<file path="src/spisf_defs.svh">
// Constants of the SPI status-flag block: offsets, bit positions, reset values.
// Assumes inclusion by bare name from every design file that needs them.
`ifndef SPISF_DEFS_SVH
`define SPISF_DEFS_SVH

`define SPISF_ADDR_W      8
`define SPISF_OFF_FLAG    8'h00
`define SPISF_OFF_TXA     8'h04
`define SPISF_OFF_TXB     8'h08
`define SPISF_OFF_PORT    8'h0c
`define SPISF_OFF_PEEK    8'h10
`define SPISF_OFF_VEC1    8'h14
`define SPISF_OFF_GCR1    8'h18
`define SPISF_OFF_ISTAT   8'h1c
`define SPISF_OFF_IMASK   8'h20

`define SPISF_FLAG_W      10
`define SPISF_ERR_W       5
`define SPISF_RXW_W       16
`define SPISF_B_TXE       9
`define SPISF_B_RXF       8
`define SPISF_B_RSV7      7
`define SPISF_B_LOST      6
`define SPISF_B_RSV5      5
`define SPISF_RSVD_LO     10
`define SPISF_RSVD_VAL    22'h004000
`define SPISF_FLAG_IMPL   10'h35f
`define SPISF_ERR_OVWR    5'h13
`define SPISF_GCR_EN      0
`define SPISF_EMPTY_BIT   31

`define SPISF_VEC_NONE    5'h00
`define SPISF_VEC_ERR     5'h11
`define SPISF_VEC_RXF     5'h12
`define SPISF_VEC_LOST    5'h13
`define SPISF_VEC_TXE     5'h14

`define SPISF_RESP_OK     2'h0
`define SPISF_RESP_SLVERR 2'h2

`endif

</file>
<file path="src/spisf_pkg.sv">
// Types shared by the SPI status-flag modules.
// Assumes spisf_defs.svh is on the include path.
`include "spisf_defs.svh"

package spisf_pkg;
  typedef logic [`SPISF_ADDR_W-1:0] spisf_addr_t;
  typedef logic [31:0]              spisf_word_t;
  typedef logic [`SPISF_RXW_W-1:0]  spisf_rxw_t;
  typedef logic [`SPISF_FLAG_W-1:0] spisf_flags_t;
  typedef logic [`SPISF_ERR_W-1:0]  spisf_err_t;
  typedef logic [4:0]               spisf_vec_t;
endpackage

</file>
<file path="src/spisf_ifs.sv">
// Internal carriers: register access strobes and receive-buffer handshake.
// Assumes spisf_pkg is compiled first.
interface spisf_reg_if;
  import spisf_pkg::*;
  logic        wr_req;
  spisf_addr_t wr_addr;
  spisf_word_t wr_data;
  logic [3:0]  wr_strb;
  logic        wr_err;
  logic        rd_req;
  spisf_addr_t rd_addr;
  spisf_word_t rd_data;
  logic        rd_err;
  modport bus  (output wr_req, wr_addr, wr_data, wr_strb, rd_req, rd_addr,
                input  wr_err, rd_data, rd_err);
  modport regs (input  wr_req, wr_addr, wr_data, wr_strb, rd_req, rd_addr,
                output wr_err, rd_data, rd_err);
endinterface

interface spisf_rx_if;
  import spisf_pkg::*;
  logic       rx_done;
  spisf_rxw_t rx_word;
  logic       drain;
  spisf_rxw_t port_data;
  spisf_rxw_t stage_data;
  logic       port_full;
  logic       stage_full;
  logic       loaded;
  logic       lost;
  modport ctl (output rx_done, rx_word, drain,
               input  port_data, stage_data, port_full, stage_full, loaded, lost);
  modport buf_side (input  rx_done, rx_word, drain,
                    output port_data, stage_data, port_full, stage_full, loaded, lost);
endinterface

</file>
<file path="src/spisf_axil.sv">
// AXI4-Lite slave front end: turns bus transfers into one-cycle strobes.
// Assumes a master that keeps at most one write and one read under way.
`include "spisf_defs.svh"

module spisf_axil
  import spisf_pkg::*;
(
  input  wire logic   aclk,
  input  wire logic   aresetn,
  input  wire logic   awvalid,
  output logic        awready,
  input  spisf_addr_t awaddr,
  input  wire logic   wvalid,
  output logic        wready,
  input  spisf_word_t wdata,
  input  wire logic [3:0] wstrb,
  output logic        bvalid,
  input  wire logic   bready,
  output logic [1:0]  bresp,
  input  wire logic   arvalid,
  output logic        arready,
  input  spisf_addr_t araddr,
  output logic        rvalid,
  input  wire logic   rready,
  output spisf_word_t rdata,
  output logic [1:0]  rresp,
  spisf_reg_if.bus    rif
);
  logic aw_held;
  logic w_held;
  logic next_aw_held;
  logic next_w_held;
  logic next_rvalid;
  logic ar_take;

  assign rif.wr_req  = aw_held && w_held && !bvalid;
  assign ar_take     = arvalid && arready;
  assign rif.rd_req  = ar_take;
  assign rif.rd_addr = araddr;
  assign next_aw_held = (aw_held || (awvalid && awready)) && !rif.wr_req;
  assign next_w_held  = (w_held || (wvalid && wready)) && !rif.wr_req;
  assign next_rvalid  = ar_take || (rvalid && !rready);

  always_ff @(posedge aclk) begin
    if (!aresetn) begin
      aw_held <= 1'b0;
      w_held  <= 1'b0;
      awready <= 1'b0;
      wready  <= 1'b0;
    end else begin
      aw_held <= next_aw_held;
      w_held  <= next_w_held;
      awready <= !next_aw_held;
      wready  <= !next_w_held;
    end
  end

  always_ff @(posedge aclk) begin
    if (!aresetn) begin
      rif.wr_addr <= '0;
      rif.wr_data <= '0;
      rif.wr_strb <= '0;
    end else begin
      if (awvalid && awready) rif.wr_addr <= awaddr;
      if (wvalid && wready) begin
        rif.wr_data <= wdata;
        rif.wr_strb <= wstrb;
      end
    end
  end

  always_ff @(posedge aclk) begin
    if (!aresetn) begin
      bvalid <= 1'b0;
      bresp  <= `SPISF_RESP_OK;
    end else if (rif.wr_req) begin
      bvalid <= 1'b1;
      bresp  <= rif.wr_err ? `SPISF_RESP_SLVERR : `SPISF_RESP_OK;
    end else if (bready) begin
      bvalid <= 1'b0;
    end
  end

  always_ff @(posedge aclk) begin
    if (!aresetn) begin
      rvalid  <= 1'b0;
      arready <= 1'b0;
      rdata   <= '0;
      rresp   <= `SPISF_RESP_OK;
    end else begin
      rvalid  <= next_rvalid;
      arready <= !next_rvalid;
      if (ar_take) begin
        rdata <= rif.rd_data;
        rresp <= rif.rd_err ? `SPISF_RESP_SLVERR : `SPISF_RESP_OK;
      end
    end
  end
endmodule // spisf_axil

</file>
<file path="src/spisf_rx_holding_stage.sv">
// Receive port and internal holding stage, two words deep.
// Assumes rx_done is a one-cycle pulse from the shift logic.
`include "spisf_defs.svh"

module spisf_rx_holding_stage
  import spisf_pkg::*;
(
  input  wire logic     aclk,
  input  wire logic     aresetn,
  spisf_rx_if.buf_side  rx
);
  logic drain_now;

  assign drain_now = rx.drain && rx.port_full;
  assign rx.loaded = drain_now ? (rx.stage_full || rx.rx_done) : (rx.rx_done && !rx.port_full);
  assign rx.lost   = !drain_now && rx.rx_done && rx.port_full && rx.stage_full;

  always_ff @(posedge aclk) begin
    if (!aresetn) begin
      rx.port_full  <= 1'b0;
      rx.stage_full <= 1'b0;
      rx.port_data  <= '0;
      rx.stage_data <= '0;
    end else if (drain_now) begin
      if (rx.stage_full) begin
        rx.port_data  <= rx.stage_data;
        rx.stage_full <= rx.rx_done;
        if (rx.rx_done) rx.stage_data <= rx.rx_word;
      end else begin
        rx.port_full <= rx.rx_done;
        if (rx.rx_done) rx.port_data <= rx.rx_word;
      end
    end else if (rx.rx_done) begin
      if (!rx.port_full) begin
        rx.port_data <= rx.rx_word;
        rx.port_full <= 1'b1;
      end else begin
        // Overrun lands in the stage, never the port
        rx.stage_data <= rx.rx_word;
        rx.stage_full <= 1'b1;
      end
    end
  end
endmodule // spisf_rx_holding_stage

</file>
<file path="src/spisf_top.sv">
// SPI status-flag block: flag register, receive port, vector and interrupt.
// Assumes shift, receive and error detection logic on the same aclk.
`include "spisf_defs.svh"

// Function
// - Word into shifter sets transmit-empty flag
// - Transmit data write or disable clears it
// - Word into receive port sets receive-full
// - Port read clears; debug peek does not
// - Vector read reporting receive-full clears it
// - Write one, disable or reset clear receive-full
// - Write-one clear discards pending port word
// - Full holding stage refills emptied port
// - Lost word sets overrun flag
// - Write one or overrun vector read clear
// - Port read never clears overrun
// - Overrun overwrites holding stage, not port
// - Error bits 0, 1 or 4 with both buffers full flag overrun
// - Error flags write-one-clear, reset zero
// - Reserved bits fixed value, writes ignored
module spisf_top
  import spisf_pkg::*;
(
  input  wire logic        aclk,
  input  wire logic        aresetn,
  input  wire logic        s_awvalid,
  output logic             s_awready,
  input  spisf_addr_t      s_awaddr,
  input  wire logic        s_wvalid,
  output logic             s_wready,
  input  spisf_word_t      s_wdata,
  input  wire logic [3:0]  s_wstrb,
  output logic             s_bvalid,
  input  wire logic        s_bready,
  output logic [1:0]       s_bresp,
  input  wire logic        s_arvalid,
  output logic             s_arready,
  input  spisf_addr_t      s_araddr,
  output logic             s_rvalid,
  input  wire logic        s_rready,
  output spisf_word_t      s_rdata,
  output logic [1:0]       s_rresp,
  input  wire logic        shift_load,
  input  wire logic        rx_done,
  input  spisf_rxw_t       rx_word,
  input  spisf_err_t       err_set,
  output logic             tx_write,
  output spisf_rxw_t       tx_word,
  output logic             tx_word_sel,
  output logic             enable,
  output logic             irq
);
  spisf_reg_if rif ();
  spisf_rx_if  rx ();

  logic         tx_empty_flag;
  logic         rx_full_flag;
  logic         rx_lost_flag;
  spisf_err_t   err_flags;
  spisf_flags_t flag_word;
  spisf_flags_t irq_status;
  spisf_flags_t irq_mask;
  spisf_flags_t events;
  spisf_vec_t   vec_code;
  spisf_addr_t  wa;
  spisf_addr_t  ra;
  logic         wr_flag;
  logic         wr_txa;
  logic         wr_txb;
  logic         wr_gcr;
  logic         wr_imask;
  logic         rd_port;
  logic         rd_peek;
  logic         rd_vec;
  logic         rd_istat;
  logic         dis_wr;
  spisf_flags_t w1c;
  logic         lost_set;
  spisf_flags_t mask_wr;

  ////////////////////////////////////////////////////////////////////////////
  spisf_axil u_axil (
    .aclk    (aclk),
    .aresetn (aresetn),
    .awvalid (s_awvalid),
    .awready (s_awready),
    .awaddr  (s_awaddr),
    .wvalid  (s_wvalid),
    .wready  (s_wready),
    .wdata   (s_wdata),
    .wstrb   (s_wstrb),
    .bvalid  (s_bvalid),
    .bready  (s_bready),
    .bresp   (s_bresp),
    .arvalid (s_arvalid),
    .arready (s_arready),
    .araddr  (s_araddr),
    .rvalid  (s_rvalid),
    .rready  (s_rready),
    .rdata   (s_rdata),
    .rresp   (s_rresp),
    .rif     (rif.bus)
  );

  spisf_rx_holding_stage u_rx_holding_stage (
    .aclk    (aclk),
    .aresetn (aresetn),
    .rx      (rx.buf_side)
  );

  ////////////////////////////////////////////////////////////////////////////
  // Decode
  assign wa       = {rif.wr_addr[`SPISF_ADDR_W-1:2], 2'h0};
  assign ra       = {rif.rd_addr[`SPISF_ADDR_W-1:2], 2'h0};
  assign wr_flag  = rif.wr_req && (wa == `SPISF_OFF_FLAG);
  assign wr_txa   = rif.wr_req && (wa == `SPISF_OFF_TXA);
  assign wr_txb   = rif.wr_req && (wa == `SPISF_OFF_TXB);
  assign wr_gcr   = rif.wr_req && (wa == `SPISF_OFF_GCR1);
  assign wr_imask = rif.wr_req && (wa == `SPISF_OFF_IMASK);
  assign rd_port  = rif.rd_req && (ra == `SPISF_OFF_PORT);
  assign rd_peek  = rif.rd_req && (ra == `SPISF_OFF_PEEK);
  assign rd_vec   = rif.rd_req && (ra == `SPISF_OFF_VEC1);
  assign rd_istat = rif.rd_req && (ra == `SPISF_OFF_ISTAT);
  assign dis_wr   = wr_gcr && rif.wr_strb[0] && !rif.wr_data[`SPISF_GCR_EN];
  // Reserved flag bits never take a write-one clear
  assign w1c = {{2{rif.wr_strb[1]}}, {8{rif.wr_strb[0]}}}
               & rif.wr_data[`SPISF_FLAG_W-1:0] & `SPISF_FLAG_IMPL
               & {`SPISF_FLAG_W{wr_flag}};

  always_comb begin
    rif.wr_err = !(wr_flag || wr_txa || wr_txb || wr_gcr || wr_imask);
  end

  assign flag_word = {tx_empty_flag, rx_full_flag, 1'b0, rx_lost_flag, 1'b0, err_flags};

  ////////////////////////////////////////////////////////////////////////////
  // Vector: highest pending unmasked source
  always_comb begin
    if (|(err_flags & irq_mask[`SPISF_ERR_W-1:0]))
      vec_code = `SPISF_VEC_ERR;
    else if (rx_lost_flag && irq_mask[`SPISF_B_LOST])
      vec_code = `SPISF_VEC_LOST;
    else if (rx_full_flag && irq_mask[`SPISF_B_RXF])
      vec_code = `SPISF_VEC_RXF;
    else if (tx_empty_flag && irq_mask[`SPISF_B_TXE])
      vec_code = `SPISF_VEC_TXE;
    else
      vec_code = `SPISF_VEC_NONE;
  end

  // Read mux
  always_comb begin
    rif.rd_data = '0;
    rif.rd_err  = 1'b0;
    case (ra)
      `SPISF_OFF_FLAG:
        rif.rd_data = {`SPISF_RSVD_VAL, flag_word};
      `SPISF_OFF_PORT, `SPISF_OFF_PEEK: begin
        rif.rd_data[`SPISF_RXW_W-1:0] = rx.port_data;
        rif.rd_data[`SPISF_EMPTY_BIT] = !rx.port_full;
      end
      `SPISF_OFF_VEC1:
        rif.rd_data[4:0] = vec_code;
      `SPISF_OFF_GCR1:
        rif.rd_data[`SPISF_GCR_EN] = enable;
      `SPISF_OFF_ISTAT:
        rif.rd_data[`SPISF_FLAG_W-1:0] = irq_status;
      `SPISF_OFF_IMASK:
        rif.rd_data[`SPISF_FLAG_W-1:0] = irq_mask;
      `SPISF_OFF_TXA, `SPISF_OFF_TXB:
        rif.rd_data = '0;
      default:
        rif.rd_err = 1'b1;
    endcase
  end

  ////////////////////////////////////////////////////////////////////////////
  // Receive path control
  assign rx.rx_done = rx_done;
  assign rx.rx_word = rx_word;
  // Port read, or write-one clear of receive-full, drops the port word; a full stage refills the port
  assign rx.drain = rd_port || w1c[`SPISF_B_RXF];

  // Lost word, or error bit 0, 1 or 4 while both buffers hold unread words
  assign lost_set = rx.lost ||
                    (|(err_set & `SPISF_ERR_OVWR) && rx.port_full && rx.stage_full);

  ////////////////////////////////////////////////////////////////////////////
  // Flags; each set term is tested first
  always_ff @(posedge aclk) begin
    if (!aresetn)
      tx_empty_flag <= 1'b0;
    else if (shift_load)
      tx_empty_flag <= 1'b1;
    else if (wr_txa || wr_txb || dis_wr)
      tx_empty_flag <= 1'b0;
  end

  always_ff @(posedge aclk) begin
    if (!aresetn)
      rx_full_flag <= 1'b0;
    else if (rx.loaded)
      rx_full_flag <= 1'b1;
    else if (rd_port || w1c[`SPISF_B_RXF] || dis_wr ||
             (rd_vec && vec_code == `SPISF_VEC_RXF))
      rx_full_flag <= 1'b0;
  end

  // Port reads leave overrun alone
  always_ff @(posedge aclk) begin
    if (!aresetn)
      rx_lost_flag <= 1'b0;
    else if (lost_set)
      rx_lost_flag <= 1'b1;
    else if (w1c[`SPISF_B_LOST] || (rd_vec && vec_code == `SPISF_VEC_LOST))
      rx_lost_flag <= 1'b0;
  end

  for (genvar i = 0; i < `SPISF_ERR_W; i++) begin : g_err
    always_ff @(posedge aclk) begin
      if (!aresetn)
        err_flags[i] <= 1'b0;
      else if (err_set[i])
        err_flags[i] <= 1'b1;
      else if (w1c[i] || dis_wr)
        err_flags[i] <= 1'b0;
    end
  end

  ////////////////////////////////////////////////////////////////////////////
  // Control, transmit hand-off, interrupt
  always_ff @(posedge aclk) begin
    if (!aresetn)
      enable <= 1'b0;
    else if (wr_gcr && rif.wr_strb[0])
      enable <= rif.wr_data[`SPISF_GCR_EN];
  end

  always_ff @(posedge aclk) begin
    if (!aresetn) begin
      tx_write    <= 1'b0;
      tx_word     <= '0;
      tx_word_sel <= 1'b0;
    end else begin
      tx_write <= wr_txa || wr_txb;
      if (wr_txa || wr_txb) begin
        tx_word     <= rif.wr_data[`SPISF_RXW_W-1:0];
        tx_word_sel <= wr_txb;
      end
    end
  end

  assign events = {shift_load, rx.loaded, 1'b0, lost_set, 1'b0, err_set};

  // Mask keeps only implemented flag positions
  assign mask_wr = rif.wr_data[`SPISF_FLAG_W-1:0] & `SPISF_FLAG_IMPL;

  always_ff @(posedge aclk) begin
    if (!aresetn)
      irq_status <= '0;
    else if (rd_istat)
      irq_status <= events;
    else
      irq_status <= irq_status | events;
  end

  always_ff @(posedge aclk) begin
    if (!aresetn)
      irq_mask <= '0;
    else if (wr_imask) begin
      if (rif.wr_strb[0]) irq_mask[7:0] <= mask_wr[7:0];
      if (rif.wr_strb[1]) irq_mask[9:8] <= mask_wr[9:8];
    end
  end

  always_ff @(posedge aclk) begin
    if (!aresetn)
      irq <= 1'b0;
    else
      irq <= |(irq_status & irq_mask);
  end
endmodule // spisf_top

</file>
<file path="config.mk">
export PLATFORM = sky130hd
export DESIGN_NAME = spisf_top
export DESIGN_NICKNAME = d
export VERILOG_FILES = /design/src/spisf_pkg.sv /design/src/spisf_ifs.sv /design/src/spisf_axil.sv /design/src/spisf_rx_holding_stage.sv /design/src/spisf_top.sv
export VERILOG_INCLUDE_DIRS = /design/src
export SDC_FILE = /design/constraint.sdc
export NUM_CORES = 1
export LEC_CHECK = 0
export BUFFER_PORTS_ARGS = -buffer_cell sky130_fd_sc_hd__buf_2
export CORE_ASPECT_RATIO = 1.75
export CORE_UTILIZATION = 57
export CTS_CLUSTER_DIAMETER = 120
export CTS_CLUSTER_SIZE = 10
export DETAILED_ROUTE_END_ITERATION = 10
export GPL_ROUTABILITY_DRIVEN = 0
export PLACE_DENSITY = 0.84
export SYNTH_ARGS = -nofsm -noshare
export SYNTH_HDL_FRONTEND = slang
export SYNTH_SLANG_ARGS = --single-unit
</file>
<file path="constraint.sdc">
create_clock -name aclk -period 4.9 [get_ports aclk]
set_clock_uncertainty 0.1 [all_clocks]
set_input_delay 0.98 -clock aclk [delete_from_list [all_inputs] [get_ports aclk]]
set_output_delay 0.98 -clock aclk [all_outputs]
set_load 0.01 [all_outputs]
</file>
### Word-level counts from Yosys, hierarchy flattened

Index checks and enable logic that the tools add are counted.
W data, S select, Z words.

* register bits after elaboration: 149
* latch bits: 0
* RAM bits: 0
* bits in read-only memories: 0
* bits of input ports: 82
* word-level logic and storage cells: 191
* memories: 0

* $add $sub $neg: 0
* multipliers: 0
* divide/modulo/power cells: 0
* $lt $le $gt $ge: 0
* eq/ne operators: 18
* shifts and indexed selects: 0
* muxes and demuxes: 48
* bitwise operators: 6
* reductions and logical operators: 85

Operators with widths (number)
* $mux W16: 9
* $eq A6 B3 Y1 const B: 5
* $logic_and A1 B1 Y1: 30
* $mux W1: 27
* $reduce_bool A2 Y1: 12
* $logic_or A1 B1 Y1: 20
* $mux W5: 4
* $pmux W4 S5: 1
* $pmux W5 S4: 1
* $and A9 B9 Y9: 2
* $eq A6 B2 Y1 const B: 3
* $logic_not A8 Y1: 2
* $eq A6 B1 Y1 const B: 2
* $eq A6 B4 Y1 const B: 2
* $and A10 B10 Y10: 1
* $eq A5 B5 Y1 const B: 2
* $mux W10: 1
* $or A10 B10 Y10: 1
* $reduce_or A10 Y1: 1
* $logic_not A1 Y1: 9
* $mux W9: 1
* $reduce_or A9 Y1: 1
* $reduce_and A2 Y1: 4
* $mux W6: 1
* 11 further kinds: 15

### Depth between registers and ports, before layout

* word-level depth: 13
* gate-level depth with buffers: 8
* depth with buffers taken out: 5

### By module

From an unflattened synthesis, not the netlist that was laid out.

* cell total of the unflattened synthesis: 801
* area, all modules: 7335.8 µm²

By module, submodules not included
* spisf_axil: times used 1, cells an instance 374, area an instance 3473.3 µm²
* spisf_top: times used 1, cells an instance 231, area an instance 2147.1 µm²
* spisf_rx_holding_stage: times used 1, cells an instance 196, area an instance 1715.4 µm²

### Worst setup path after synthesis

Ideal clock, no wire load.

* path kind: input -> register
* start point: in s_araddr[2]
* end point: reg u_rx_holding_stage.rx.port_data[8]
* setup time: 0.086 ns
* arrival time: 2.449 ns
* data required time: 4.714 ns
* slack: 2.264 ns
* stages on the path: 7
* path buffers: 2
* path through: clkbuf_1 -> nand3b_1 -> or3_1 -> a31oi_4 -> buf_8 -> nor2_1 -> a221oi_2

* word-level cells in the longest chain between the ends: 6

Ends and longest elaborated chain
* start, declared: RTL line spisf_top.sv:38 `input spisf_addr_t s_araddr,`
* $eq A6 B2 Y1 *
* $logic_and A1 B1 Y1 *: RTL line spisf_top.sv:120 `` assign rd_port = rif.rd_req && (ra == `SPISF_OFF_PORT); ``
* $logic_or A1 B1 Y1 *: RTL line spisf_top.sv:182 `` assign rx.drain = rd_port || w1c[`SPISF_B_RXF]; ``
* $logic_and A1 B1 Y1 *: RTL line spisf_rx_holding_stage.sv:14 `assign drain_now = rx.drain && rx.port_full;`
* $ne A2 B2 Y1 (no source line) or $reduce_bool A2 Y1 (tied branches)
* $reduce_and A3 Y1 (no source line)
* end signal, assigned: RTL line spisf_rx_holding_stage.sv:26 `rx.port_data <= rx.stage_data;`
* end signal, assigned: RTL line spisf_rx_holding_stage.sv:31 `if (rx.rx_done) rx.port_data <= rx.rx_word;`
* end signal, assigned: RTL line spisf_rx_holding_stage.sv:35 `rx.port_data <= rx.rx_word;`
* end, declared: RTL line spisf_ifs.sv:34 `output port_data, stage_data, port_full, stage_full, loaded, lost);`

Every way passes the cells marked *; elsewhere a longest branch is shown, timed or not.
A chain may end at the register's enable or synchronous reset.

### Worst setup path after layout

* start point: in s_araddr[4]
* end point: reg u_rx_holding_stage.rx.port_data[7]

Same word-level chain as after synthesis.

==> results.md <==
- Synthesized area per cell: 8.47 um2
- Max-cap violations: 0
- Global Route Usage Sum: 0.292
- Mapped Cells: 645
- DR vias/cell: 5.80
- Final nets: 811
- Met3 routed WL: 784 um
- PD cells: 415 mW/mm2
- Minimum clock period: 2.77 ns
- Top-count cell post-synth: dfxtp_1
- FMAX: 0.361 GHz
- Die W: 76 um
- Launching element type of the critical path: input pin
- Final Cycle Share: 0.565
- Rel. slew slack: 0.160
- Critical Path Start: s_araddr[4]
- Asr flop ratio synth: 0
- Layout cells sized above 1: 0.213
- Worst setup EP type: flip-flop
- First-pass DRT Iterations: 8
- WL per Instance: 16.2 um
- DRC errors left: 0
- Crit path kind: in -> reg
- CTS max path bufs: 2
- Clk Tree Root Cell: clkbuf_16
- CTS tree: built
- Initial core utilization: 0.593
- Slew Viols, Final: 0
- Die height: 132 um
- Setup tns final: 0 ns
- Die area: 0.00999 mm2
- Synthesis Warnings: 0
- Part of the Yosys area used for sequential elements: 0.473
- Yosys top cell area share: 0.473
- R2R setup slack: 2.16 ns
- Clock Latency Late Sink: 0.42 ns
- Synth area leader: dfxtp_1
- Drt initial violations: 484
- CTS buffer count: 17
- Drt total wl: 14000 um
- Endpoints failing hold: 0
- Min-Delay Path Class: reg -> reg
- Post-synth EDFFs: 0
- Most frequent cells after synthesis: dfxtp_1, nand2_1, a21oi_1
- Vias in the first global route: 4806
- Post-route setup slack: 2.13 ns
- Worst r2r dst: u_rx_holding_stage.rx.port_data[7]$_SDFFE_PN0P_
- Finish-stage setup viols: 0
- First-pass GRT wire length: 22900 um
- Post-DP HPWL: 9340 um
- Postcts setup bufs: 0
- Critical Path Fanout Max: 15
- # IOs: 143
- Synth Register Bits: 129
- Dpl ws: 1.72 ns
- Hold Path Depth: 2
- Top sig layer: met4
- PortBufs: 104
- WHS: 0.347 ns
- Top_reg_cell synth: dfxtp_1
- Metal-1 WL: 5300 um
- Num rows: 46
- CP arrival: 2.93 ns
- Worst-path clk slew: 0.06 ns
- Run status: completed
- Largest net degree at the start of global routing: 88
- Core area: 0.00921 mm2
- Vias: 4991
- Hold_buf cts: 0
- H-tree depth: 4
- Synth area leaders: dfxtp_1, nand2_1, a21oi_1
- Cell variety after synth: 53
- Post-DRT Antenna Nets: 0
- Worst r2r path cells: 5
- GRT overflow: 0
- Critical Path Sink: u_rx_holding_stage.rx.port_data[7]$_SDFFE_PN0P_
- P_leak: 2.86 nW
- Antenna cells: 0
- Met2 WL post-DR: 7470 um
- Reg2Reg Launch Point: u_axil.rif.wr_addr[3]$_SDFFE_PN0P_
- Synth-to-Final Area Change: 19.3%
- DP Area: 0.00589 mm2
- Final Cell Area: 0.00652 mm2
- Synthesized area: 0.00546 mm2
- Clk sinks: 129
- Initial antenna violation count: 0
- Max VDD drop: 0.000284 V
- Cts repair resizes: 0
- CP required: 5.06 ns
- RSZ-0062 raised after global routing: no
- Worst Tran Pin Value: 1.26 ns
-- sequential cells by signal, indices dropped and copies added, names as in the netlist, 6 cells and up --
signal                            count
u_axil.rdata                         18
tx_word                              16
u_axil.rif.wr_data                   16
u_rx_holding_stage.rx.port_data      16
u_rx_holding_stage.rx.stage_data     16
irq_mask                              8
irq_status                            8
u_axil.rif.wr_addr                    6
-- per-layer routing --
layer,up-vias,global-route usage
met3,32,0.0750
li1,2394,-
met2,214,0.538
met1,2351,0.292
met5,-,0
met4,0,0.166
-- final cells by class --
class                      count  area, um2
fill                         729       2690
clock buffer                  21        470
inverter                      22       82.6
clock inverter                10        158
timing repair buffer         107        543
multi-input combinational    452       2530
tap                          120        150
sequential                   129       2580
-- layout by cell type, fill, tap and decap left out, drive strengths merged, types with 2 or more instances in the layout --
cell / count
or2: 2
nor4: 3
a21oi: 71
inv: 22
nor3: 6
a221oi: 20
clkinv: 3
conb: 16
or3: 3
bufinv: 4
a222oi: 4
and3: 4
clkinvlp: 3
dfxtp: 129
o31ai: 2
o21ai: 31
mux2i: 29
nand3: 31
nand3b: 4
clkbuf: 21
nand2: 95
nor2: 71
and2: 7
a22oi: 7
nand2b: 7
or4: 3
a31oi: 12
a41oi: 2
mux2: 5
nand4: 2
buf: 107
nand4b: 2
-- cell families (layout without fill, tap and decap cells) --
| logic type | Yosys count | count (layout) | share of synthesized area |
|---|---|---|---|
| compound gates | 157 | 157 | 0.186 |
| xor+xnor | 1 | 1 | 0.00160 |
| buf+inv | 79 | 160 | 0.0740 |
| flops | 129 | 129 | 0.473 |
| mux | 34 | 34 | 0.0634 |
| other cells | 1 | 16 | 0.000686 |
| simple gates | 244 | 244 | 0.201 |
-- worst min-delay path by stage --
stage	startpoint	to	slack (ns)
2_1_floorplan	u_rx_holding_stage.rx.stage_data[0]$_SDFFE_PN0P_	u_rx_holding_stage.rx.stage_data[0]$_SDFFE_PN0P_	0.33
3_3_place_gp	u_rx_holding_stage.rx.stage_data[7]$_SDFFE_PN0P_	u_rx_holding_stage.rx.stage_data[7]$_SDFFE_PN0P_	0.34
3_5_place_dp	u_axil.rdata[15]$_SDFFE_PN0N_	u_axil.rdata[15]$_SDFFE_PN0N_	0.34
4_1_cts	u_axil.rdata[15]$_SDFFE_PN0N_	u_axil.rdata[15]$_SDFFE_PN0N_	0.35
5_1_grt	u_rx_holding_stage.rx.stage_data[2]$_SDFFE_PN0P_	u_rx_holding_stage.rx.stage_data[2]$_SDFFE_PN0P_	0.37
6_report	u_axil.rdata[13]$_SDFFE_PN0N_	u_axil.rdata[13]$_SDFFE_PN0N_	0.35
-- worst max-delay path, cell delays in order --
cell,delay [ns]
buf_2,0.14
or3_1,0.42
or4_1,0.48
nand2_1,0.10
o21a_1,0.59
a221oi_1,0.21
-- per-stage QoR --
stage	std cells	power [mW]	util
after global routing	861	2.79	0.708
after global placement	830	1.37	0.640
after CTS	861	2.70	0.708
final	861	2.70	0.708
after floorplan	660	1.31	-
after detailed placement	830	1.38	0.640
-- power by group --
part	internal [mW]	switching, mW	total [mW]	leakage (nW)
Sequential	1.11	0.0538	1.16	1.06
Combinational	0.0802	0.127	0.207	1.50
Clock	0.885	0.453	1.34	0.301
No activity file was read; power rests on OpenSTA's default activity.
